`src/verilog/acm_pkg.sv`:
```
// Package for the converter mode and channel control block.
// Assumes one core clock domain shared with the processor core.
`default_nettype none
package acm_pkg;

  // Control register location and power-on value.
  localparam logic [7:0] ACM_CTRL_ADDR  = 8'hd8;
  localparam logic [7:0] ACM_CTRL_RESET = 8'h00;
  // Bit addresses of the control register share these upper five bits.
  localparam logic [4:0] ACM_CTRL_BITBASE = 5'h1b;

  // Field positions inside the control register.
  localparam int ACM_DONE_BIT  = 7;
  localparam int ACM_DMA_BIT   = 6;
  localparam int ACM_CONT_BIT  = 5;
  localparam int ACM_SINGLE_BIT = 4;
  localparam int ACM_CHAN_MSB  = 3;

  // Channel select codes.
  localparam logic [3:0] ACM_CH_TEMP     = 4'h8;
  localparam logic [3:0] ACM_CH_DAC0     = 4'h9;
  localparam logic [3:0] ACM_CH_DAC1     = 4'ha;
  localparam logic [3:0] ACM_CH_AGND     = 4'hb;
  localparam logic [3:0] ACM_CH_VREF     = 4'hc;
  localparam logic [3:0] ACM_CH_DMA_STOP = 4'hf;

  // Analog multiplexer source picked by a channel code.
  typedef enum logic [2:0] {
    ACM_SRC_INPUT = 3'h0,
    ACM_SRC_TEMP  = 3'h1,
    ACM_SRC_DAC0  = 3'h2,
    ACM_SRC_DAC1  = 3'h3,
    ACM_SRC_AGND  = 3'h4,
    ACM_SRC_VREF  = 3'h5,
    ACM_SRC_NONE  = 3'h6
  } acm_src_t;

  // Conversion sequencer states, Gray coded along the usual path.
  typedef enum logic [1:0] {
    ACM_IDLE  = 2'b00,
    ACM_FETCH = 2'b01,
    ACM_CONV  = 2'b11
  } acm_state_t;

  // Byte access from the core.
  typedef struct packed {
    logic       wr;
    logic       rd;
    logic [7:0] addr;
    logic [7:0] data;
  } acm_sfr_req_t;

  // Single bit access from the core.
  typedef struct packed {
    logic       wr;
    logic [7:0] bitAddr;
    logic       value;
  } acm_bit_req_t;

  // Channel identifier handed back by the capture memory sequencer.
  typedef struct packed {
    logic       valid;
    logic [3:0] chan;
  } acm_dma_chan_t;

  // Decodes a channel code into the analog source it selects.
  function automatic acm_src_t acm_decode(input logic [3:0] code);
    acm_src_t src;
    src = ACM_SRC_NONE;
    if (code[3] == 1'b0) begin
      src = ACM_SRC_INPUT;
    end else begin
      unique case (code)
        ACM_CH_TEMP: src = ACM_SRC_TEMP;
        ACM_CH_DAC0: src = ACM_SRC_DAC0;
        ACM_CH_DAC1: src = ACM_SRC_DAC1;
        ACM_CH_AGND: src = ACM_SRC_AGND;
        ACM_CH_VREF: src = ACM_SRC_VREF;
        default:     src = ACM_SRC_NONE;
      endcase
    end
    return src;
  endfunction

endpackage
`default_nettype wire

```
`src/verilog/acm_conv_seq.sv`:
```
// Conversion sequencer: single, continuous and block capture modes.
// Assumes the converter core and capture memory run on the same clock.
`timescale 1ns/1ps
`default_nettype none
module acm_conv_seq (
  // Clock and reset
  input  wire logic              clk,
  input  wire logic              nrst,
  // Mode bits from the control register
  input  wire logic              singleReq,
  input  wire logic              contReq,
  input  wire logic              dmaReq,
  input  wire logic [3:0]        chanField,
  // Converter core
  input  wire logic              convDone,
  output logic                   convStart,
  output logic [3:0]             convChan,
  // Capture memory channel fetch
  input  wire acm_pkg::acm_dma_chan_t dmaChan,
  output logic                   dmaFetch,
  // Status towards the control register
  output logic                   busy,
  output logic                   inDma,
  output logic                   singleDone,
  output logic                   dmaEnd
);

  acm_pkg::acm_state_t state_q, state_d;
  logic       dmaMode_q, dmaMode_d;
  logic       single_q, single_d;
  logic       start_q, start_d;
  logic       fetch_q, fetch_d;
  logic [3:0] chan_q, chan_d;

  //////////////////////////////////////////////////////////////////////////
  always_comb begin
    state_d    = state_q;
    dmaMode_d  = dmaMode_q;
    single_d   = single_q;
    start_d    = 1'b0;
    fetch_d    = 1'b0;
    chan_d     = chan_q;
    singleDone = 1'b0;
    dmaEnd     = 1'b0;
    unique case (state_q)
      acm_pkg::ACM_IDLE: begin
        if (dmaReq) begin
          state_d   = acm_pkg::ACM_FETCH;
          dmaMode_d = 1'b1;
          fetch_d   = 1'b1;
        end else if (singleReq || contReq) begin
          chan_d    = chanField;
          single_d  = singleReq && !contReq;
          start_d   = 1'b1;
          dmaMode_d = 1'b0;
          state_d   = acm_pkg::ACM_CONV;
        end
      end
      acm_pkg::ACM_FETCH: begin
        fetch_d = !dmaChan.valid;
        if (dmaChan.valid) begin
          if (dmaChan.chan == acm_pkg::ACM_CH_DMA_STOP) begin
            dmaEnd    = 1'b1;
            dmaMode_d = 1'b0;
            state_d   = acm_pkg::ACM_IDLE;
          end else begin
            chan_d  = dmaChan.chan;
            start_d = 1'b1;
            state_d = acm_pkg::ACM_CONV;
          end
        end
      end
      acm_pkg::ACM_CONV: begin
        if (convDone) begin
          if (dmaMode_q) begin
            state_d = acm_pkg::ACM_FETCH;
            fetch_d = 1'b1;
          end else if (single_q) begin
            singleDone = 1'b1;
            state_d    = acm_pkg::ACM_IDLE;
          end else if (contReq) begin
            chan_d  = chanField;
            start_d = 1'b1;
          end else begin
            state_d = acm_pkg::ACM_IDLE;
          end
        end
      end
      default: state_d = acm_pkg::ACM_IDLE;
    endcase
  end

  always_ff @(posedge clk or negedge nrst) begin
    if (!nrst) begin
      state_q   <= acm_pkg::ACM_IDLE;
      dmaMode_q <= 1'b0;
      single_q  <= 1'b0;
      start_q   <= 1'b0;
      fetch_q   <= 1'b0;
      chan_q    <= 4'h0;
    end else begin
      state_q   <= state_d;
      dmaMode_q <= dmaMode_d;
      single_q  <= single_d;
      start_q   <= start_d;
      fetch_q   <= fetch_d;
      chan_q    <= chan_d;
    end
  end

  assign convStart = start_q;
  assign convChan  = chan_q;
  assign dmaFetch  = fetch_q;
  assign busy      = (state_q != acm_pkg::ACM_IDLE);
  assign inDma     = dmaMode_q && busy;

endmodule
`default_nettype wire

```
`src/verilog/acm_mode_ctrl.sv`:
```
// Converter mode and channel control register with its sequencer.
// Assumes the core drives byte and bit accesses and the vector
// acknowledge on clk, and that the converter core answers on clk.
`timescale 1ns/1ps
`default_nettype none
// Notes on behaviour
// - The control register sits at address d8, is bit addressable, and is zero after reset.
// - The done flag in bit 7 is set when a single conversion or a block capture finishes.
// - Vectoring to the converter service routine clears the done flag, otherwise software does.
// - Setting the capture enable in bit 6 runs the configured block capture sequence.
// - The capture enable returns to zero by itself when the capture ends.
// - The address latch strobe stops while capture is enabled and runs again once it starts.
// - The continuous bit in bit 5 makes conversions repeat back to back on the set channel.
// - The single bit in bit 4 requests exactly one conversion on the selected channel, unless the continuous bit is also set.
// - The single bit returns to zero when that conversion completes.
// - Single and continuous conversions use the channel field in bits 3 to 0.
// - In capture mode each channel comes from the identifier read from memory.
// - Codes 0-7 pick inputs, then temperature, two DACs, ground, reference; all ones stops capture.
// - The result high byte carries the converted channel code in its upper four bits.
module acm_mode_ctrl (
  // Clock and reset
  input  wire logic                   clk,
  input  wire logic                   nrst,
  // Core register access
  input  wire acm_pkg::acm_sfr_req_t  sfrReq,
  input  wire acm_pkg::acm_bit_req_t  bitReq,
  input  wire logic                   intAck,
  output logic [7:0]                  sfrRdData,
  output logic                        sfrRdHit,
  output logic                        doneFlag,
  // Address latch strobe
  input  wire logic                   aleIn,
  output logic                        aleOut,
  // Converter core
  input  wire logic                   convDone,
  input  wire logic [11:0]            convResult,
  output logic                        convStart,
  output logic [3:0]                  convChan,
  output acm_pkg::acm_src_t           convSrc,
  output logic [7:0]                  resultHigh,
  output logic [7:0]                  resultLow,
  // Capture memory channel fetch
  input  wire acm_pkg::acm_dma_chan_t dmaChan,
  output logic                        dmaFetch
);

  logic [7:0]        ctrl_q, ctrl_d;
  logic [7:0]        rdData_q, rdData_d;
  logic              rdHit_q, rdHit_d;
  logic              ale_q, ale_d;
  logic [7:0]        resHi_q, resHi_d;
  logic [7:0]        resLo_q, resLo_d;
  acm_pkg::acm_src_t src_q, src_d;
  logic              seqBusy, seqDma, singleDone, dmaEnd;
  logic              byteHit, bitHit;

  //////////////////////////////////////////////////////////////////////////
  acm_conv_seq u_seq (
    .clk        (clk),
    .nrst       (nrst),
    .singleReq  (ctrl_q[acm_pkg::ACM_SINGLE_BIT]),
    .contReq    (ctrl_q[acm_pkg::ACM_CONT_BIT]),
    .dmaReq     (ctrl_q[acm_pkg::ACM_DMA_BIT]),
    .chanField  (ctrl_q[acm_pkg::ACM_CHAN_MSB:0]),
    .convDone   (convDone),
    .convStart  (convStart),
    .convChan   (convChan),
    .dmaChan    (dmaChan),
    .dmaFetch   (dmaFetch),
    .busy       (seqBusy),
    .inDma      (seqDma),
    .singleDone (singleDone),
    .dmaEnd     (dmaEnd)
  );

  //////////////////////////////////////////////////////////////////////////
  // Control register: software writes first, hardware events on top.
  assign byteHit = sfrReq.wr && (sfrReq.addr == acm_pkg::ACM_CTRL_ADDR);
  assign bitHit  = bitReq.wr &&
                   (bitReq.bitAddr[7:3] == acm_pkg::ACM_CTRL_BITBASE);

  always_comb begin
    ctrl_d   = ctrl_q;
    rdHit_d  = sfrReq.rd && (sfrReq.addr == acm_pkg::ACM_CTRL_ADDR);
    rdData_d = rdHit_d ? ctrl_q : 8'h00;
    if (byteHit) begin
      ctrl_d = sfrReq.data;
    end else if (bitHit) begin
      ctrl_d[bitReq.bitAddr[2:0]] = bitReq.value;
    end
    if (intAck) begin
      ctrl_d[acm_pkg::ACM_DONE_BIT] = 1'b0;
    end
    if (singleDone) begin
      ctrl_d[acm_pkg::ACM_SINGLE_BIT] = 1'b0;
    end
    if (dmaEnd) begin
      ctrl_d[acm_pkg::ACM_DMA_BIT] = 1'b0;
    end
    if (singleDone || dmaEnd) begin
      ctrl_d[acm_pkg::ACM_DONE_BIT] = 1'b1;
    end
  end

  always_ff @(posedge clk or negedge nrst) begin
    if (!nrst) begin
      ctrl_q   <= acm_pkg::ACM_CTRL_RESET;
      rdData_q <= 8'h00;
      rdHit_q  <= 1'b0;
    end else begin
      ctrl_q   <= ctrl_d;
      rdData_q <= rdData_d;
      rdHit_q  <= rdHit_d;
    end
  end

  //////////////////////////////////////////////////////////////////////////
  // Strobe gating, result capture and source decode.
  always_comb begin
    ale_d   = aleIn && !(ctrl_q[acm_pkg::ACM_DMA_BIT] && !seqDma);
    resHi_d = resHi_q;
    resLo_d = resLo_q;
    src_d   = acm_pkg::acm_decode(convChan);
    if (convDone) begin
      resHi_d = {convChan, convResult[11:8]};
      resLo_d = convResult[7:0];
    end
  end

  always_ff @(posedge clk or negedge nrst) begin
    if (!nrst) begin
      ale_q    <= 1'b0;
      resHi_q  <= 8'h00;
      resLo_q  <= 8'h00;
      src_q    <= acm_pkg::ACM_SRC_INPUT;
    end else begin
      ale_q    <= ale_d;
      resHi_q  <= resHi_d;
      resLo_q  <= resLo_d;
      src_q    <= src_d;
    end
  end

  assign sfrRdData  = rdData_q;
  assign sfrRdHit   = rdHit_q;
  assign doneFlag   = ctrl_q[acm_pkg::ACM_DONE_BIT];
  assign aleOut     = ale_q;
  assign convSrc    = src_q;
  assign resultHigh = resHi_q;
  assign resultLow  = resLo_q;
endmodule
`default_nettype wire

```
`config.mk`:
```
export PLATFORM = sky130hd
export DESIGN_NAME = acm_mode_ctrl
export DESIGN_NICKNAME = d
export VERILOG_FILES = /design/src/verilog/acm_pkg.sv /design/src/verilog/acm_conv_seq.sv /design/src/verilog/acm_mode_ctrl.sv
export SDC_FILE = /design/constraint.sdc
export NUM_CORES = 1
export LEC_CHECK = 0
export ABC_AREA = 1
export BUFFER_PORTS_ARGS = -buffer_cell sky130_fd_sc_hd__buf_2
export CAP_MARGIN = 20
export CORE_MARGIN = 2
export CORE_UTILIZATION = 30
export CTS_CLUSTER_DIAMETER = 40
export CTS_CLUSTER_SIZE = 10
export DETAILED_ROUTE_END_ITERATION = 8
export PLACE_DENSITY = 0.64
export SLEW_MARGIN = 10
export SYNTH_ARGS = -nofsm -noshare
export SYNTH_HDL_FRONTEND = slang
export SYNTH_SLANG_ARGS = --single-unit
export TNS_END_PERCENT = 10
```
`constraint.sdc`:
```
create_clock -name clk -period 1.5 [get_ports clk]
set_input_delay 0.225 -clock clk [delete_from_list [all_inputs] [get_ports clk]]
set_output_delay 0.225 -clock clk [all_outputs]
set_load 0.05 [all_outputs]
```
==> results of run 1 <==
-- sequential cells by signal (all words and copies together) (netlist names) --
signal / flops
u_seq.single_q: 1
aleOut: 1
u_seq.state_q: 2
u_seq.dmaFetch: 1
convSrc: 3
resultLow: 8
sfrRdData: 8
u_seq.convChan: 4
ctrl_q: 8
u_seq.convStart: 1
u_seq.dmaMode_q: 1
resultHigh: 8
sfrRdHit: 1
-- placed cells by master, fill, tap and decap left out --
cell type / instances
nand2_1: 103
buf_2: 85
dfrtp_1: 47
inv_1: 30
nand3_1: 25
nor2_1: 22
o21ai_0: 17
nor2_2: 8
clkbuf_8: 6
or2_0: 5
a21oi_1: 4
buf_4: 4
inv_2: 2
nand4_1: 2
o211ai_1: 1
nor3_2: 1
nor2_4: 1
nand2_4: 1
a31oi_1: 1
a211oi_1: 1
o21ai_1: 1
nand2_2: 1
nor3_1: 1
o21a_1: 1
clkinv_4: 1
clkinvlp_4: 1
dlygate4sd3_1: 1
buf_12: 1
-- per-layer routing --
layer,global-route usage [%],share of wire [%],wire length [um]
met3,3.44,7.2,372
met4,6.15,2.4,122
met1,17.4,45,2340
met5,0,0,0
met2,23.0,45,2330
-- worst paths after layout --
path | slack (ns) | start | endpoint | cells past startpoint
setup / recovery | 0.20 | u_seq.state_q[1]$_DFFE_PN0P_ | u_seq.state_q[0]$_DFFE_PN0P_ | 8
hold / removal | 0.11 | convResult[11] | resultHigh[3]$_DFFE_PN0P_ | 3
setup reg to reg | 0.20 | u_seq.state_q[1]$_DFFE_PN0P_ | u_seq.state_q[0]$_DFFE_PN0P_ | 8
hold reg to reg | 0.47 | resultHigh[4]$_DFFE_PN0P_ | resultHigh[4]$_DFFE_PN0P_ | 2
max in group asynchronous | 0.67 | nrst | ctrl_q[1]$_DFFE_PN0P_ | 3
min in group asynchronous | 0.35 | nrst | resultHigh[0]$_DFFE_PN0P_ | 2
-- cell usage after synthesis (2+ instances only) --
cell type,count
a21oi_1,4
buf_2,4
dfrtp_1,47
inv_1,30
inv_2,2
nand2_1,103
nand3_1,25
nand4_1,2
nor2_1,22
nor2_2,8
o21ai_0,17
or2_0,5
-- tightest hold or removal path: cells and delay by family --
| kind | cells | cell delay (ns) |
|---|---|---|
| and+or+nand+nor | 2 | 0.09 |
| buffers and inverters | 1 | 0.08 |
-- power by group --
| group | switching, mW | internal (mW) | leakage, nW |
|---|---|---|---|
| clock network | 0.431 | 0.376 | 0.0474 |
| logic | 1.38 | 0.496 | 0.994 |
| registers | 0.202 | 1.55 | 0.587 |
-- area by class of cell --
class                           instances  area (um^2)  share of cell area [%]
Multi-Input combinational cell        196          871                    30.3
Inverter                               32          120                    4.18
Sequential cell                        47         1180                    40.9
Clock inverter                          2         16.3                   0.566
Clock buffer                            6         82.6                    2.87
Timing Repair Buffer                   91          485                    16.9
Tap cell                               99          124                    4.31
-- cell families after synthesis --
| logic type | after synthesis |
|---|---|
| and+or+nand+nor | 170 |
| DFF | 47 |
| buffers and inverters | 39 |
| AOI/OAI and AO/OA | 26 |
-- metrics by stage --
| stage | hold WS [ns] | instance area, um^2 | util, % | setup WS, ns |
|---|---|---|---|---|
| after global routing | 0.118 | 2880 | 40.1 | 0.0931 |
| after floorplan | -0.0706 | 2210 | - | 0.389 |
| after CTS | 0.107 | 2880 | 40.1 | 0.180 |
| after global placement | 0.150 | 2770 | 38.6 | 0.261 |
| final | 0.114 | 2880 | 40.1 | 0.195 |
| after detailed placement | 0.152 | 2770 | 38.6 | 0.234 |
==> impl_metrics.ini, run 1 <==
[setup_path]
endpoint_kind = flop
critPathMaxStageDelay_ns = 0.42
cp_top_family = simple AND/OR/NAND/NOR gates
crit_slowest_cell = dfrtp_1
start_kind = flop
crit_arrival_ns = 1.50
path_cells = inv_1, nand2_1, nor2_2, nand2_1, nand2_1, nor2_2, nand2_1, o21ai_1
crit_required_ns = 1.69
crit_fanout = 4
crit_top_cell = nand2_1
path_buf_inv = 1
worstSetupPathType = reg -> reg

[clocking]
htreeDepth = 2
cts.sinks = 47
cts_tree = built
cts_hold_buffers = 1
cts_setup_buffers = 0
clockBufferDepth = 2
cts_root_buf = clkbuf_8
numCtsBuffers = 5
cts-resized-gates = 0
clk_pin_slew_ns = 0.09
clkLatencyLatePin_ns = 0.30

[placed_design]
place_congestion = 0.923
dp_hpwl_um = 4050
port_buffers = 85
dp.cells = 464

[global_routing]
antenna_found_initial = 0
overflow = 0
grt_util_all_layers_pct = 13.9
grt_pass1_vias = 2079
grt_pass1_wl_um = 9160
grt_max_degree = 24

[drt]
drcViolationCount = 0
drtIter0Drc = 77
dr_total_vias = 2079
detail-route-antenna-nets = 0
drt_first_pass_iters = 4
wl_per_cell_um = 10.9
viasPerCell = 4.40
wirelength_um = 5160

[final_layout]
n_antenna_cell = 0
stdcell_count = 473
fillers = 740
area_growth_pct = 30.1
finalNetCount = 423
drive_gt1_share_pct = 29.9

[synthesis]
syn_nets = 332
synth_fa_ha_area_share_pct = 0
synth_top_family_by_area = simple AND/OR/NAND/NOR gates
synthTopCellsByArea = dfrtp_1 53%, nand2_1 17%, nand3_1 5.7%, inv_1 5.1%, o21ai_0 3.9%
synth_ff_type = dfrtp_1
syn_inst = 282
synth_compound_area_share_pct = 6.29
syn_area_mm2 = 0.00221
yosysTopAreaCellShare_pct = 53.2
synth_top_area_cell = dfrtp_1
async_flop_share_pct = 100
ys_warn_count = 0
synth.yosys.seq_area_share_pct = 53.2
synth_edf_count = 0
synth_seq_cells = 47
synthXorXnorAreaFrac_pct = 0
synthMuxAreaShare_pct = 0
synth-simple-area-share_pct = 33.1
avgSynthCellArea_um2 = 7.84
synth_cell_type_count = 25

[timing]
grt_setup_unrepaired = no
slew_headroom_pct = 72.6
setup_violations = 0
fin_tns_setup_ns = 0
tightest_slew_ns = 0.410
period_needed_ns = 1.30
fmax_ghz = 0.767
fin_skew_ns = 0.00347
finalMaxSlewViolations = 0
fin_crit_sh_pct = 87.0
hold_violations = 0

[floorplanning]
die_y_um = 89.8
die_w_um = 89.8
ios = 86
start_util_pct = 30.8
rows = 31
die_area_mm2 = 0.00807
core_mm2 = 0.00718

[outcome]
outcome = finished, final reports clean

[run]
drv_cap = 0

[hold_path]
min_path_type = in -> reg

[pwr]
leakagePower_nw = 1.63
ir_drop_mv = 0.522
power_mw = 4.43
power.density_mw_per_mm2 = 1540
No activity file was read; power rests on OpenSTA's default activity.
==> run 2, diff against run 1 <==
--- a/config.mk
+++ b/config.mk
@@ -8,6 +8,7 @@
 export ABC_AREA = 1
 export BUFFER_PORTS_ARGS = -buffer_cell sky130_fd_sc_hd__buf_2
 export CAP_MARGIN = 20
+export CORE_ASPECT_RATIO = 1.2
 export CORE_MARGIN = 2
 export CORE_UTILIZATION = 30
 export CTS_CLUSTER_DIAMETER = 40
==> impl_metrics.ini, run 2 (same netlist as run 1, synthesis figures left out) <==
[setup_path]
worstSetupPathType = reg -> reg
startpoint = u_seq.state_q[0]$_DFFE_PN0P_
crit_required_ns = 1.74
start_kind = flop
worstReg2RegStart = u_seq.state_q[0]$_DFFE_PN0P_
crit_fanout = 5
crit_arrival_ns = 1.57
endpoint_kind = flop
reg2reg_slack_ns = 0.17

[final_layout]
stdcell_count = 463
drive_gt1_share_pct = 29.8
n_antenna_cell = 0
mostFrequentLayoutCells = 103 x nand2_1, 85 x buf_2, 47 x dfrtp_1
finalNetCount = 422
layout_commonest_cell = nand2_1
area_growth_pct = 29.3
final_area_mm2 = 0.00286

[clocking]
cts_tree = built
cts_setup_buffers = 0
cts.sinks = 47
numCtsBuffers = 5
clk_pin_slew_ns = 0.09
clockBufferDepth = 2
clkLatencyLatePin_ns = 0.30
htreeDepth = 2
cts_root_buf = clkbuf_8

[pwr]
seqPwrFrac_pct = 39.8
ir_drop_mv = 0.809
leakagePower_nw = 1.62
swShare_pct = 45.3
clkPwrFrac_pct = 18.1
cell_internal_pwr_mw = 2.42
p_switching_mw = 2.00
power.density_mw_per_mm2 = 1550
p_comb_share_pct = 42.1

[drt]
detail-route-antenna-nets = 0
drtIter0Drc = 103
viasPerCell = 4.48
drcViolationCount = 0
wl_per_cell_um = 11.1
dr_total_vias = 2072
wirelength_um = 5160
drt_first_pass_iters = 4

[timing]
fin_crit_sh_pct = 88.6
fin_tns_setup_ns = 0
fin_skew_ns = 0.00453
period_needed_ns = 1.33
finalMaxSlewViolations = 0
fmax_ghz = 0.752
slew_headroom_pct = 70.2
tightest_slew_ns = 0.446
grt_setup_unrepaired = no
hold_violations = 0
setup_violations = 0

[placed_design]
place_congestion = 0.877
dp_hpwl_um = 4080
dp.cells = 454
place_area_mm2 = 0.00275
port_buffers = 85

[floorplanning]
start_util_pct = 30.7
die_w_um = 82.3
die_y_um = 98.0
ios = 86
core_mm2 = 0.00719
die_area_mm2 = 0.00807
rows = 34

[global_routing]
antenna_found_initial = 0
grt_max_degree = 48
overflow = 0
grt_pass1_wl_um = 8340
grt_util_all_layers_pct = 13.2
grt_pass1_vias = 2001

[hold_path]
min_path_type = in -> reg
min_from = convResult[8]

[run]
drv_cap = 0

[outcome]
outcome = finished, final reports clean
run 2: cell count changes in the layout (fill, tap and decap cells not counted), sizes merged:
cell,previous run,this run
buf,90,89
run 2: repair_timing:
action / in CTS / in global routing
endpoints found under the hold margin: 47 / 0
hold buffers: 1 / 0
gates resized for setup: 0 / 0
run 2: through the flow:
stage          util (%)  hold WS, ns  setup slack, ns  power [mW]
2_1_floorplan         -      -0.0706            0.389        3.15
6_report           39.7        0.123            0.170        4.43
3_5_place_dp       38.2        0.226            0.227        3.65
3_3_place_gp       38.2        0.226            0.261        3.61
4_1_cts            39.7        0.117            0.188        4.47
5_1_grt            39.7        0.129           0.0187        4.74
run 2: power groups by stage:
| stage | registers, mW | logic [mW] | clock network [mW] |
|---|---|---|---|
| 3_5_place_dp | 1.79 | 1.87 | 0 |
| 5_1_grt | 1.80 | 2.07 | 0.880 |
| 6_report | 1.76 | 1.87 | 0.800 |
| 2_1_floorplan | 2.44 | 0.712 | 0 |
| 3_3_place_gp | 1.78 | 1.84 | 0 |
| 4_1_cts | 1.76 | 1.88 | 0.831 |
run 2: cell type report:
class                           instances  area [um^2]
Clock buffer                            6         82.6
Clock inverter                          2         16.3
Fill cell                             748         4330
Inverter                               32          120
Multi-Input combinational cell        196          871
Sequential cell                        47         1180
Tap cell                               90          113
Timing Repair Buffer                   90          478
run 2: path summary, 6_finish.rpt:
check                      cells after the start                            end
max reg2reg                                    8  u_seq.convChan[1]$_DFFE_PN0P_
min                                            3      resultHigh[0]$_DFFE_PN0P_
max                                            8  u_seq.convChan[1]$_DFFE_PN0P_
min reg2reg                                    2       resultLow[7]$_DFFE_PN0P_
max in group asynchronous                      3         sfrRdData[0]$_DFF_PN0_
min in group asynchronous                      3      resultHigh[0]$_DFFE_PN0P_
run 2: per-layer routing:
layer | up-vias | routed length, um | GRT usage (%)
met5 | - | 0 | 0
met4 | 0 | 94 | 4.36
met2 | 85 | 2400 | 23.0
met3 | 10 | 506 | 3.79
li1 | 1051 | - | -
met1 | 926 | 2150 | 15.0
run 2: critical path, cell delays in order, from the launching register on:
cell     delay, ns
dfrtp_1       0.40
inv_2         0.06
nor2_2        0.18
nand2_1       0.13
inv_1         0.10
nand2_1       0.15
nand2_4       0.13
nand2_1       0.06
nand2_1       0.06
